<file path="config.mk">
export PLATFORM = sky130hd
export DESIGN_NAME = csr_core_regs
export DESIGN_NICKNAME = d
export VERILOG_FILES = /design/src/rtl/csr_pkg.sv /design/src/rtl/csr_stack_if.sv /design/src/rtl/csr_core_regs.sv /design/src/rtl/csr_stack_step.sv
export SDC_FILE = /design/constraint.sdc
export NUM_CORES = 1
export LEC_CHECK = 0
export BUFFER_PORTS_ARGS = -buffer_cell sky130_fd_sc_hd__buf_4
export CORE_ASPECT_RATIO = 1.25
export CORE_MARGIN = 2
export CORE_UTILIZATION = 30
export CTS_BUF_LIST = sky130_fd_sc_hd__clkbuf_4
export DETAILED_ROUTE_END_ITERATION = 10
export SLEW_MARGIN = 5
export SYNTH_ARGS = -nofsm -noshare
export SYNTH_HDL_FRONTEND = slang
export SYNTH_SLANG_ARGS = --single-unit
</file>
<file path="constraint.sdc">
create_clock -name ref_clk -period 2.05 [get_ports ref_clk]
set_clock_uncertainty 0.05 [all_clocks]
set_input_delay 0.41 -clock ref_clk [delete_from_list [all_inputs] [get_ports ref_clk]]
set_output_delay 0.41 -clock ref_clk [all_outputs]
set_load 0.05 [all_outputs]
</file>
<file path="src/rtl/csr_pkg.sv">
package csr_pkg;
  // SFR addresses
  localparam logic [7:0] ADDR_POWER_CONTROL = 8'h87;
  localparam logic [7:0] ADDR_STACK_LOW = 8'h81;
  localparam logic [7:0] ADDR_DP_LOW = 8'h82;
  localparam logic [7:0] ADDR_DP_HIGH = 8'h83;
  localparam logic [7:0] ADDR_DP_PAGE = 8'h84;
  localparam logic [7:0] ADDR_STACK_HIGH = 8'hB7;
  localparam logic [7:0] ADDR_STATUS_WORD = 8'hD0;
  localparam logic [7:0] ADDR_AUX_OPERAND = 8'hF0;
  localparam logic [7:0] ADDR_MAIN_WORK = 8'hE0;
  // Reset values
  localparam logic [7:0] RST_STACK_LOW = 8'h07;
  localparam logic [7:0] RST_POWER_CONTROL = 8'h00;
  localparam logic [7:0] RST_STATUS_WORD = 8'h00;
  localparam logic [7:0] RST_ZERO = 8'h00;
  localparam logic [7:0] UNMAPPED_READ = 8'hFF;
  // Status word fields
  localparam int STATUS_CARRY = 7;
  localparam int STATUS_NIBBLE = 6;
  localparam int STATUS_UFLAG0 = 5;
  localparam int STATUS_BANK_HI = 4;
  localparam int STATUS_BANK_LO = 3;
  localparam int STATUS_SIGNED = 2;
  localparam int STATUS_UFLAG1 = 1;
  localparam int STATUS_PARITY = 0;
  // Power control fields
  localparam int PC_BAUD = 7;
  localparam int PC_SER_WAKE = 6;
  localparam int PC_EXT_WAKE = 5;
  localparam int PC_ALE_OFF = 4;
  localparam int PC_PWR_DOWN = 1;
  localparam int PC_IDLE = 0;
  localparam int STACK_HIGH_BITS = 3;
  localparam logic [2:0] STACK_EXT_BASE = 3'h1;
  localparam logic [3:0] NIB_BIT_A = 4'h0;
  localparam logic [3:0] NIB_BIT_B = 4'h8;
  typedef enum logic [1:0] {OP_NONE, OP_PUSH, OP_POP} csr_stack_op_t;
endpackage : csr_pkg

</file>
<file path="src/rtl/csr_stack_if.sv">
`timescale 1ns/100ps
interface csr_stack_if;
  logic push;
  logic pop;
  logic ext_en;
  logic [7:0] low_q;
  logic [2:0] high_q;
  logic [7:0] low_d;
  logic [2:0] high_d;
  modport core(output push, output pop, output ext_en, output low_q, output high_q,
    input low_d, input high_d);
  modport unit(input push, input pop, input ext_en, input low_q, input high_q,
    output low_d, output high_d);
endinterface : csr_stack_if

</file>
<file path="src/rtl/csr_core_regs.sv">
`timescale 1ns/100ps
module csr_core_regs
(
  // Clock and reset
  input wire logic ref_clk,
  input wire logic srst,
  // SFR byte access
  input wire logic sfr_wr,
  input wire logic sfr_rd,
  input wire logic [7:0] sfr_addr,
  input wire logic [7:0] sfr_wdata,
  output logic [7:0] sfr_rdata,
  // SFR bit access
  input wire logic bit_wr,
  input wire logic [7:0] bit_addr,
  input wire logic bit_val,
  output logic bit_ok,
  // Core execution hooks
  input wire logic stack_push,
  input wire logic stack_pop,
  input wire logic dp_inc,
  input wire logic mul_div_wr,
  input wire logic [7:0] mul_div_hi,
  input wire logic flags_wr,
  input wire logic [2:0] flags_in,
  input wire logic [7:0] work_value,
  input wire logic ext_stack_en,
  // Derived outputs
  output logic [10:0] stack_addr,
  output logic [23:0] data_pointer_full,
  output logic [1:0] bank_sel,
  output logic [7:0] aux_operand,
  output logic [7:0] power_control
);
  csr_stack_if sif();
  logic [7:0] aux_q, aux_d;
  logic [7:0] stk_lo_q, stk_lo_d;
  logic [7:0] stk_hi_q, stk_hi_d;
  logic [7:0] dp_page_q, dp_page_d, dp_high_q, dp_high_d, dp_low_q, dp_low_d;
  logic [7:0] status_q, status_d;
  logic [7:0] pwr_ctl_q, pwr_ctl_d;
  logic [7:0] rdata_q, rdata_d;
  logic bit_ok_q, bit_ok_d;
  logic [23:0] dp_sum;
  logic [7:0] bit_target;

  // Bit-addressable only when low nibble is 0 or 8
  function automatic logic bit_capable(input logic [7:0] a);
    bit_capable = (a[3:0] == csr_pkg::NIB_BIT_A) || (a[3:0] == csr_pkg::NIB_BIT_B);
  endfunction : bit_capable

  function automatic logic [7:0] set_bit(input logic [7:0] v, input logic [2:0] i,
    input logic b);
    set_bit = v;
    set_bit[i] = b;
  endfunction : set_bit

  assign sif.push = stack_push;
  assign sif.pop = stack_pop;
  assign sif.ext_en = ext_stack_en;
  assign sif.low_q = stk_lo_q;
  assign sif.high_q = stk_hi_q[2:0];

  csr_stack_step u_step
  (
    .sif(sif)
  );

  always_comb
  begin
    aux_d = aux_q;
    stk_lo_d = stk_lo_q;
    stk_hi_d = stk_hi_q;
    dp_page_d = dp_page_q;
    dp_high_d = dp_high_q;
    dp_low_d = dp_low_q;
    status_d = status_q;
    pwr_ctl_d = pwr_ctl_q;
    bit_ok_d = 1'b0;
    dp_sum = 24'({dp_page_q, dp_high_q, dp_low_q} + 24'h00_0001);
    bit_target = {bit_addr[7:3], 3'b000};
    // Byte writes; unmapped addresses fall through untouched
    if (sfr_wr)
    begin
      unique case (sfr_addr)
        csr_pkg::ADDR_AUX_OPERAND: aux_d = sfr_wdata;
        csr_pkg::ADDR_STACK_LOW: stk_lo_d = sfr_wdata;
        csr_pkg::ADDR_STACK_HIGH: stk_hi_d = sfr_wdata;
        csr_pkg::ADDR_DP_PAGE: dp_page_d = sfr_wdata;
        csr_pkg::ADDR_DP_HIGH: dp_high_d = sfr_wdata;
        csr_pkg::ADDR_DP_LOW: dp_low_d = sfr_wdata;
        csr_pkg::ADDR_STATUS_WORD: status_d = sfr_wdata;
        csr_pkg::ADDR_POWER_CONTROL: pwr_ctl_d = sfr_wdata;
        default: ;
      endcase
    end
    // Bit writes land only where a bit-capable register holds storage
    if (bit_wr && bit_capable(bit_target))
    begin
      if (bit_target == csr_pkg::ADDR_STATUS_WORD)
      begin
        bit_ok_d = 1'b1;
        status_d = set_bit(status_q, bit_addr[2:0], bit_val);
      end
      else if (bit_target == csr_pkg::ADDR_AUX_OPERAND)
      begin
        bit_ok_d = 1'b1;
        aux_d = set_bit(aux_q, bit_addr[2:0], bit_val);
      end
    end
    if (mul_div_wr)
      aux_d = mul_div_hi;
    if (flags_wr)
    begin
      status_d[csr_pkg::STATUS_CARRY] = flags_in[2];
      status_d[csr_pkg::STATUS_NIBBLE] = flags_in[1];
      status_d[csr_pkg::STATUS_SIGNED] = flags_in[0];
    end
    if (stack_push || stack_pop)
    begin
      stk_lo_d = sif.low_d;
      stk_hi_d = {stk_hi_q[7:3], sif.high_d};
    end
    if (dp_inc)
      {dp_page_d, dp_high_d, dp_low_d} = dp_sum;
    status_d[csr_pkg::STATUS_PARITY] = ^work_value;
    // Read mux; unoccupied addresses give a fixed filler
    rdata_d = csr_pkg::UNMAPPED_READ;
    if (sfr_rd)
    begin
      unique case (sfr_addr)
        csr_pkg::ADDR_AUX_OPERAND: rdata_d = aux_q;
        csr_pkg::ADDR_STACK_LOW: rdata_d = stk_lo_q;
        csr_pkg::ADDR_STACK_HIGH: rdata_d = stk_hi_q;
        csr_pkg::ADDR_DP_PAGE: rdata_d = dp_page_q;
        csr_pkg::ADDR_DP_HIGH: rdata_d = dp_high_q;
        csr_pkg::ADDR_DP_LOW: rdata_d = dp_low_q;
        csr_pkg::ADDR_STATUS_WORD: rdata_d = {status_q[7:1], ^work_value};
        csr_pkg::ADDR_POWER_CONTROL: rdata_d = pwr_ctl_q;
        default: rdata_d = csr_pkg::UNMAPPED_READ;
      endcase
    end
  end

  always_ff @(posedge ref_clk)
  begin
    if (srst)
    begin
      aux_q <= csr_pkg::RST_ZERO;
      stk_lo_q <= csr_pkg::RST_STACK_LOW;
      stk_hi_q <= csr_pkg::RST_ZERO;
      dp_page_q <= csr_pkg::RST_ZERO;
      dp_high_q <= csr_pkg::RST_ZERO;
      dp_low_q <= csr_pkg::RST_ZERO;
      status_q <= csr_pkg::RST_STATUS_WORD;
      pwr_ctl_q <= csr_pkg::RST_POWER_CONTROL;
      rdata_q <= csr_pkg::RST_ZERO;
      bit_ok_q <= 1'b0;
    end
    else
    begin
      aux_q <= aux_d;
      stk_lo_q <= stk_lo_d;
      stk_hi_q <= stk_hi_d;
      dp_page_q <= dp_page_d;
      dp_high_q <= dp_high_d;
      dp_low_q <= dp_low_d;
      status_q <= status_d;
      pwr_ctl_q <= pwr_ctl_d;
      rdata_q <= rdata_d;
      bit_ok_q <= bit_ok_d;
    end
  end

  assign sfr_rdata = rdata_q;
  assign bit_ok = bit_ok_q;
  assign stack_addr = {stk_hi_q[2:0], stk_lo_q};
  assign data_pointer_full = {dp_page_q, dp_high_q, dp_low_q};
  assign bank_sel = {status_q[csr_pkg::STATUS_BANK_HI], status_q[csr_pkg::STATUS_BANK_LO]};
  assign aux_operand = aux_q;
  assign power_control = pwr_ctl_q;

  a_reset_stack: assert property (@(posedge ref_clk)
    srst |=> stk_lo_q == csr_pkg::RST_STACK_LOW)
    else $error("stack low not 07 after reset");
  a_push_incr: assert property (@(posedge ref_clk) disable iff (srst)
    stack_push && !stack_pop && !ext_stack_en && !sfr_wr |=>
    stk_lo_q == 8'($past(stk_lo_q) + 8'h01))
    else $error("push did not pre-increment");
  a_ext_roll: assert property (@(posedge ref_clk) disable iff (srst)
    stack_push && !stack_pop && ext_stack_en && !sfr_wr && stk_lo_q == 8'hFF &&
    stk_hi_q[2:0] == 3'h0 |=> stack_addr == 11'h100)
    else $error("extended stack did not roll to 0100");
  a_data_pointer_full_carry: assert property (@(posedge ref_clk) disable iff (srst)
    dp_inc && !sfr_wr |=> data_pointer_full == 24'($past(data_pointer_full) + 24'h00_0001))
    else $error("data pointer increment wrong");
  // Antecedent keeps the reset release edge out of the check
  a_parity_even: assert property (@(posedge ref_clk) disable iff (srst)
    !srst |=> status_q[csr_pkg::STATUS_PARITY] == ^$past(work_value))
    else $error("parity does not follow accumulator");
  a_bank_track: assert property (@(posedge ref_clk) disable iff (srst)
    sfr_wr && sfr_addr == csr_pkg::ADDR_STATUS_WORD && !bit_wr |=>
    bank_sel == $past(sfr_wdata[4:3]))
    else $error("bank select mismatch");
  a_power_write: assert property (@(posedge ref_clk) disable iff (srst)
    sfr_wr && sfr_addr == csr_pkg::ADDR_POWER_CONTROL |=> power_control == $past(sfr_wdata))
    else $error("power control write lost");
  a_unmapped_write: assert property (@(posedge ref_clk) disable iff (srst)
    sfr_wr && sfr_addr == 8'hC9 && !bit_wr && !mul_div_wr && !dp_inc &&
    !stack_push && !stack_pop && !flags_wr |=> $stable(aux_q) && $stable(power_control)
    && $stable(data_pointer_full) && $stable(stack_addr) && $stable(bank_sel))
    else $error("unmapped write changed state");
  a_bit_gate: assert property (@(posedge ref_clk) disable iff (srst)
    bit_wr && {bit_addr[7:3], 3'b000} != csr_pkg::ADDR_STATUS_WORD &&
    {bit_addr[7:3], 3'b000} != csr_pkg::ADDR_AUX_OPERAND |=> !bit_ok)
    else $error("bit access on non bit register");
  a_bit_accept: assert property (@(posedge ref_clk) disable iff (srst)
    bit_wr && {bit_addr[7:3], 3'b000} == csr_pkg::ADDR_STATUS_WORD |=> bit_ok)
    else $error("status bit write not accepted");
  a_aux_muldiv: assert property (@(posedge ref_clk) disable iff (srst)
    mul_div_wr |=> aux_operand == $past(mul_div_hi))
    else $error("aux operand not loaded");
endmodule : csr_core_regs

</file>
<file path="src/rtl/csr_stack_step.sv">
`timescale 1ns/100ps
module csr_stack_step
(
  csr_stack_if.unit sif
);
  logic [10:0] next_ptr;
  always_comb
  begin
    next_ptr = {sif.high_q, sif.low_q};
    if (sif.push)
    begin
      // Pre-increment, then data is written at the new pointer
      if (!sif.ext_en)
        next_ptr = {sif.high_q, 8'(sif.low_q + 8'h01)};
      else if (sif.low_q == 8'hFF && sif.high_q == 3'h0)
        next_ptr = {csr_pkg::STACK_EXT_BASE, 8'h00};
      else
        next_ptr = 11'({sif.high_q, sif.low_q} + 11'h001);
    end
    else if (sif.pop)
    begin
      if (!sif.ext_en)
        next_ptr = {sif.high_q, 8'(sif.low_q - 8'h01)};
      else if (sif.low_q == 8'h00 && sif.high_q == csr_pkg::STACK_EXT_BASE)
        next_ptr = {3'h0, 8'hFF};
      else
        next_ptr = 11'({sif.high_q, sif.low_q} - 11'h001);
    end
    sif.low_d = next_ptr[7:0];
    sif.high_d = next_ptr[10:8];
  end
endmodule : csr_stack_step

</file>
; ---- Word level (Yosys, flattened, before mapping)
; Index checks and enable logic that the tools add are counted.
[classes]
n_bitwise = 2
addsub = 5
n_div = 0
multipliers = 0
n_shift = 0
n_lt_le_gt_ge = 2
eq_ne = 14
muxes = 41
n_reduce_logical = 22
[ops]
columns = op, count
row1 = $mux W8, 23
row2 = $eq A8 B8 Y1 const B, 9
row3 = $mux W11, 6
row4 = $pmux W8 S8, 1
row5 = $add A24 B1 Y24 const B, 1
row6 = $bwmux W8, 2
row7 = $reduce_bool A2 Y1, 7
row8 = $add A11 B1 Y11 const B, 1
row9 = $sub A11 B1 Y11 const B, 1
row10 = $eq A5 B5 Y1 const B, 2
row11 = $mux W3, 3
row12 = $add A8 B1 Y8 const B, 1
row13 = $logic_not A8 Y1, 1
row14 = $reduce_and A2 Y1, 4
row15 = $reduce_xor A8 Y1, 1
row16 = $sub A8 B1 Y8 const B, 1
row17 = $reduce_and A3 Y1, 2
row18 = $lt A3 B4 Y1 const B, 1
row19 = $mux W1, 4
row20 = $reduce_and A4 Y1, 1
row21 = $demux W1 S3, 1
row22 = $eq A3 B1 Y1 const B, 1
row23 = $ge A3 B1 Y1 const B, 1
row24 = $logic_and A1 B1 Y1, 3
row25 = other kinds (7), 8
[word_totals]
latchBits = 0
wordCells = 97
ram_bits = 0
memories = 0
input_bits = 55
mem_bits_ro = 0
output_inout_bits = 62
regBits = 73

; ---- Logic depth before layout (Yosys ltp)
[depth]
depth_word = 9
ltp_mapped = 8
mapped_depth_nobuf = 7

; ---- Hierarchy
; Synthesis repeated with hierarchy kept, for this count alone.
[unflattened]
cells_unflattened = 617
hier_area_um2 = 5131.2
[modules_own_cells]
columns = mod, instances, cells_per_inst, seq_area_each_um2, area_each_um2
row1 = csr_core_regs, 1, 521, 1441.4, 4475.5
row2 = csr_stack_step, 1, 96, 0.0, 655.6

; ---- Worst setup path before layout
; OpenSTA, ideal clock, no wires.
[synth_timing]
path_type = flip-flop to flip-flop
startpoint = reg stk_lo_q[0], in the netlist sif.low_q[0]
endpoint = reg stk_lo_q[0], in the netlist sif.low_q[0]
n_path_buf = 0
period_less_slack_ns = 2.369
t_required_ns = 1.880
stages_incl_launch_ff = 8
setup_ns = 0.120
arrival_time_ns = 2.199
slack_ns = -0.319
cell_sequence = dfxtp_1 > inv_1 > ha_1 > and4bb_2 > a41oi_1 > or2_2 > a221oi_1 > a211o_2
[synth_between]
elab_chain_cells = 7
elab_cells_between_ends = 15
classes_between = add/sub: 4 / eq/ne: 1 / mux: 7 / reduce/logical: 3
[synth_rtl]
columns = item, line_no
row1 = "start, declared", csr_core_regs.sv:37  ; logic [7:0] stk_lo_q, stk_lo_d;
row2 = "start signal, assigned", csr_core_regs.sv:150  ; stk_lo_q <= csr_pkg::RST_STACK_LOW;
row3 = "start signal, assigned", csr_core_regs.sv:163  ; stk_lo_q <= stk_lo_d;
row4 = "parallel branches: the longest is 5 deep, another holds $sub A11 B1 Y11", -
row5 = $mux W11 (*), csr_stack_step.sv:10  ; if (sif.push)
row6 = $mux W8 (*), csr_core_regs.sv:119  ; if (stack_push || stack_pop)
; Every way passes the cells marked *. The select of a mux whose other input is x is not followed.
; A chain may end at the register's enable or synchronous reset.

; ---- Worst setup path in the final report
[layout_timing]
startpoint = reg stk_lo_q[1], in the netlist sif.low_q[1]
endpoint = reg stk_lo_q[5], in the netlist sif.low_q[5]
; Same word-level chain as after synthesis.

==> flow_summary.yaml <==
timing:
  max-slew-margin-rel: 0.626
  finalSetupTns_ns: 0
  setup_viol: 0
  finalMaxSlewViolations: 0
  fin_hold_ws_ns: 0.0829
  min_period_ns: 1.99
  grt_setup_unrepaired: "true"
  tightest_slew_ns: 0.554
  hold_viol_final: 0
  fin_crit_sh: 0.969
  fmax_mhz: 504
power:
  p_leak_nw: 2.43
  ir_drop_mv: 0.248
  swShare: 0.349
  finalPower_mw: 3.27
  seq_power_share: 0.459
  switchingPower_mw: 1.14
  power.density_nw_per_um2: 522
  p_comb_frac: 0.242
  cellInternalPower_mw: 2.13
  clockPowerShare: 0.298
yosys:
  synth_async_sr_flop_share: 0
  synth_area_leaders: "dfxtp_1 (30%), nand2_1 (5.1%), a21oi_1 (3.9%)"
  syn_nets: 671
  synth_sequential_area_ratio: 0.303
  synth_ff_type: "dfxtp_1"
  synth-edff-count: 0
  avgSynthCellArea_um2: 7.76
  synth_top_cell_area_share: 0.303
  synth_cell_types: 73
  netlist_area_um2: 4750
  yosys_warnings: 0
  syn_inst: 612
  yosysMostFrequentCell: "dfxtp_1"
  synth_largest_area_cell: "dfxtp_1"
  synth-seq-cells: 72
  synth_common_cells: "dfxtp_1 (72), nand2_1 (65), nor2_1 (43), a21oi_1 (37), nand3_1 (35)"
place:
  gp_congestion: 0.914
  dp_hpwl_mm: 14.2
  dp.cells: 943
  port_buffers: 116
critical_path:
  cp.arrival_ns: 2.31
  reg2reg_slack_ns: 0.06
  worstPathRequired_ns: 2.37
  cp_max_fo: 5
  startpoint_type: "flip-flop"
  reg2reg_from: "sif.low_q[1]"
  reg2reg_depth: 6
  setup.worst_path.class: "flip-flop to flip-flop"
  critical_path.endpoint_type: "flip-flop"
  r2r_end: "sif.low_q[5]"
layout:
  fin_cells: 961
  multi_input_area_um2: 3040
  final_util: 0.401
  seqCellArea_um2: 1450
  drive_above_1_share: 0.303
  syn_to_final_growth_pct: 31.6
  nFillCells: 1686
  fin_nets: 802
global_route:
  track_usage: 0.223
  grt-ovfl-total: 0
  grt_pass1_wl_mm: 28.8
  antenna_found_initial: 1
  grt_max_degree: 49
  grt_pass1_vias: 5203
clock_tree:
  cts_buffers: 9
  ctsHoldBuffers: 0
  clk_pin_slew_ns: 0.13
  cts_buffer_depth: 2
  numClockSinks: 72
  root_buffer: "clkbuf_4"
  h-tree-depth: 3
  cts_tree: "yes"
  clkLatencyLatePin_ns: 0.46
route:
  drt-pass1-iter-count: 5
  antenna_left: 0
  vias: 5416
  wl_per_cell_um: 19.6
  wirelength_mm: 18.8
  via_per_inst: 5.64
  drt_iter0_drc: 410
  drc: 0
job:
  drv_cap: 0
floorplanning:
  dieHeight_um: 145
  core_area_um2: 15600
  rows: 51
  die_w_um: 117
  num_io_pins: 117
  start_util: 0.305
  dieArea_um2: 16900
worst_hold_path:
  worst_hold_path.endpoint: "bit_ok"
  min_from: "bit_addr[3]"
  whs_path_depth: 2
  hold_class: "input pin to flip-flop"
run_status:
  status: "finished, final reports clean"
[power by group through the flow]
stage / Clock, mW / Sequential [mW] / Combinational, mW
after CTS: 0.993 / 1.50 / 0.782
after global placement: 0 / 1.53 / 0.772
after global routing: 1.05 / 1.51 / 0.846
after floorplan: 0 / 1.65 / 0.324
final: 0.974 / 1.50 / 0.791
after detailed placement: 0 / 1.53 / 0.779
[worst max-delay path by stage]
stage                      start      endpoint  slack, ns  depth (start not counted)
detailed placement   sfr_addr[0]  sfr_rdata[5]      0.004                          6
floorplan           sif.low_q[3]  sif.low_q[0]      -0.04                          6
global placement     sfr_addr[0]  sfr_rdata[5]      -0.02                          6
finish              sif.low_q[1]  sif.low_q[5]       0.06                          6
CTS                 sif.low_q[4]   stk_hi_q[2]       0.06                          6
global route        sif.low_q[7]  sif.low_q[0]      -0.01                          6
[critical path, stage by stage, from the launching register on]
cell      delay (ns)
dfxtp_2         0.36
buf_4           0.15
or4_4           0.55
or3_1           0.32
a31oi_1         0.16
a211oi_1        0.07
a311oi_1        0.25
[final cells by class]
cell class	instances	share of cell area
Inverter	13	0.00781
Timing Repair Buffer	174	0.209
Tap cell	212	0.0424
Clock buffer	9	0.0108
Sequential cell	72	0.232
Antenna cell	1	0.000400
Clock inverter	7	0.0112
Multi-Input combinational cell	473	0.486
[layer usage]
layer	track usage	vias up	wire (um)
met5	0	-	0
met4	0.0817	0	497
met3	0.0387	28	1290
met2	0.369	234	9180
met1	0.291	2559	7820
li1	-	2595	-
[flip-flops by register name, summed over array words and instances, names as in the netlist]
signal and count:
sif.low_q 8, bit_ok 1, sfr_rdata 8, status_q 7, dp_page_q 8, aux_operand 8, dp_high_q 8, power_control 8
stk_hi_q 8, dp_low_q 8
[logic make-up (layout without fill, tap and decap cells)]
group,after synthesis,count (layout),synth area share
adder cells (fa/ha/maj),4,4,0.0105
buffers and inverters,67,203,0.0611
AND/OR/NAND/NOR,261,261,0.297
flip-flops,72,72,0.303
multiplexers,22,22,0.0487
XOR/XNOR,11,11,0.0203
other,0,1,0
AO/OA/AOI/OAI,175,175,0.259
[cell usage in the layout, fill, tap and decap left out, drive strengths merged, types with 8 or more instances in the layout]
master and instances:
mux2i 13, xnor2 8, nor3 28, buf 174, nand2 65, a31oi 17
nor3b 12, a22oi 15, nor2 44, o21ai 21, mux2 9, nand4 14
nand3 35, inv 15, and3 10, a221oi 14, dfxtp 72, a21oi 37
clkbuf 9
[repair_timing]
item | CTS | global route
gates resized for setup | 0 | 5
endpoints found under the setup margin | 0 | 8
setup buffers | 0 | 1
[per-stage QoR]
step           area (um^2)  setup slack (ns)
2_1_floorplan         4760           -0.0369
3_3_place_gp          6080           -0.0177
3_5_place_dp          6080           0.00428
4_1_cts               6220            0.0560
5_1_grt               6250           -0.0101
6_report              6250            0.0641
Note: power is estimated with default switching activity, not from simulation.
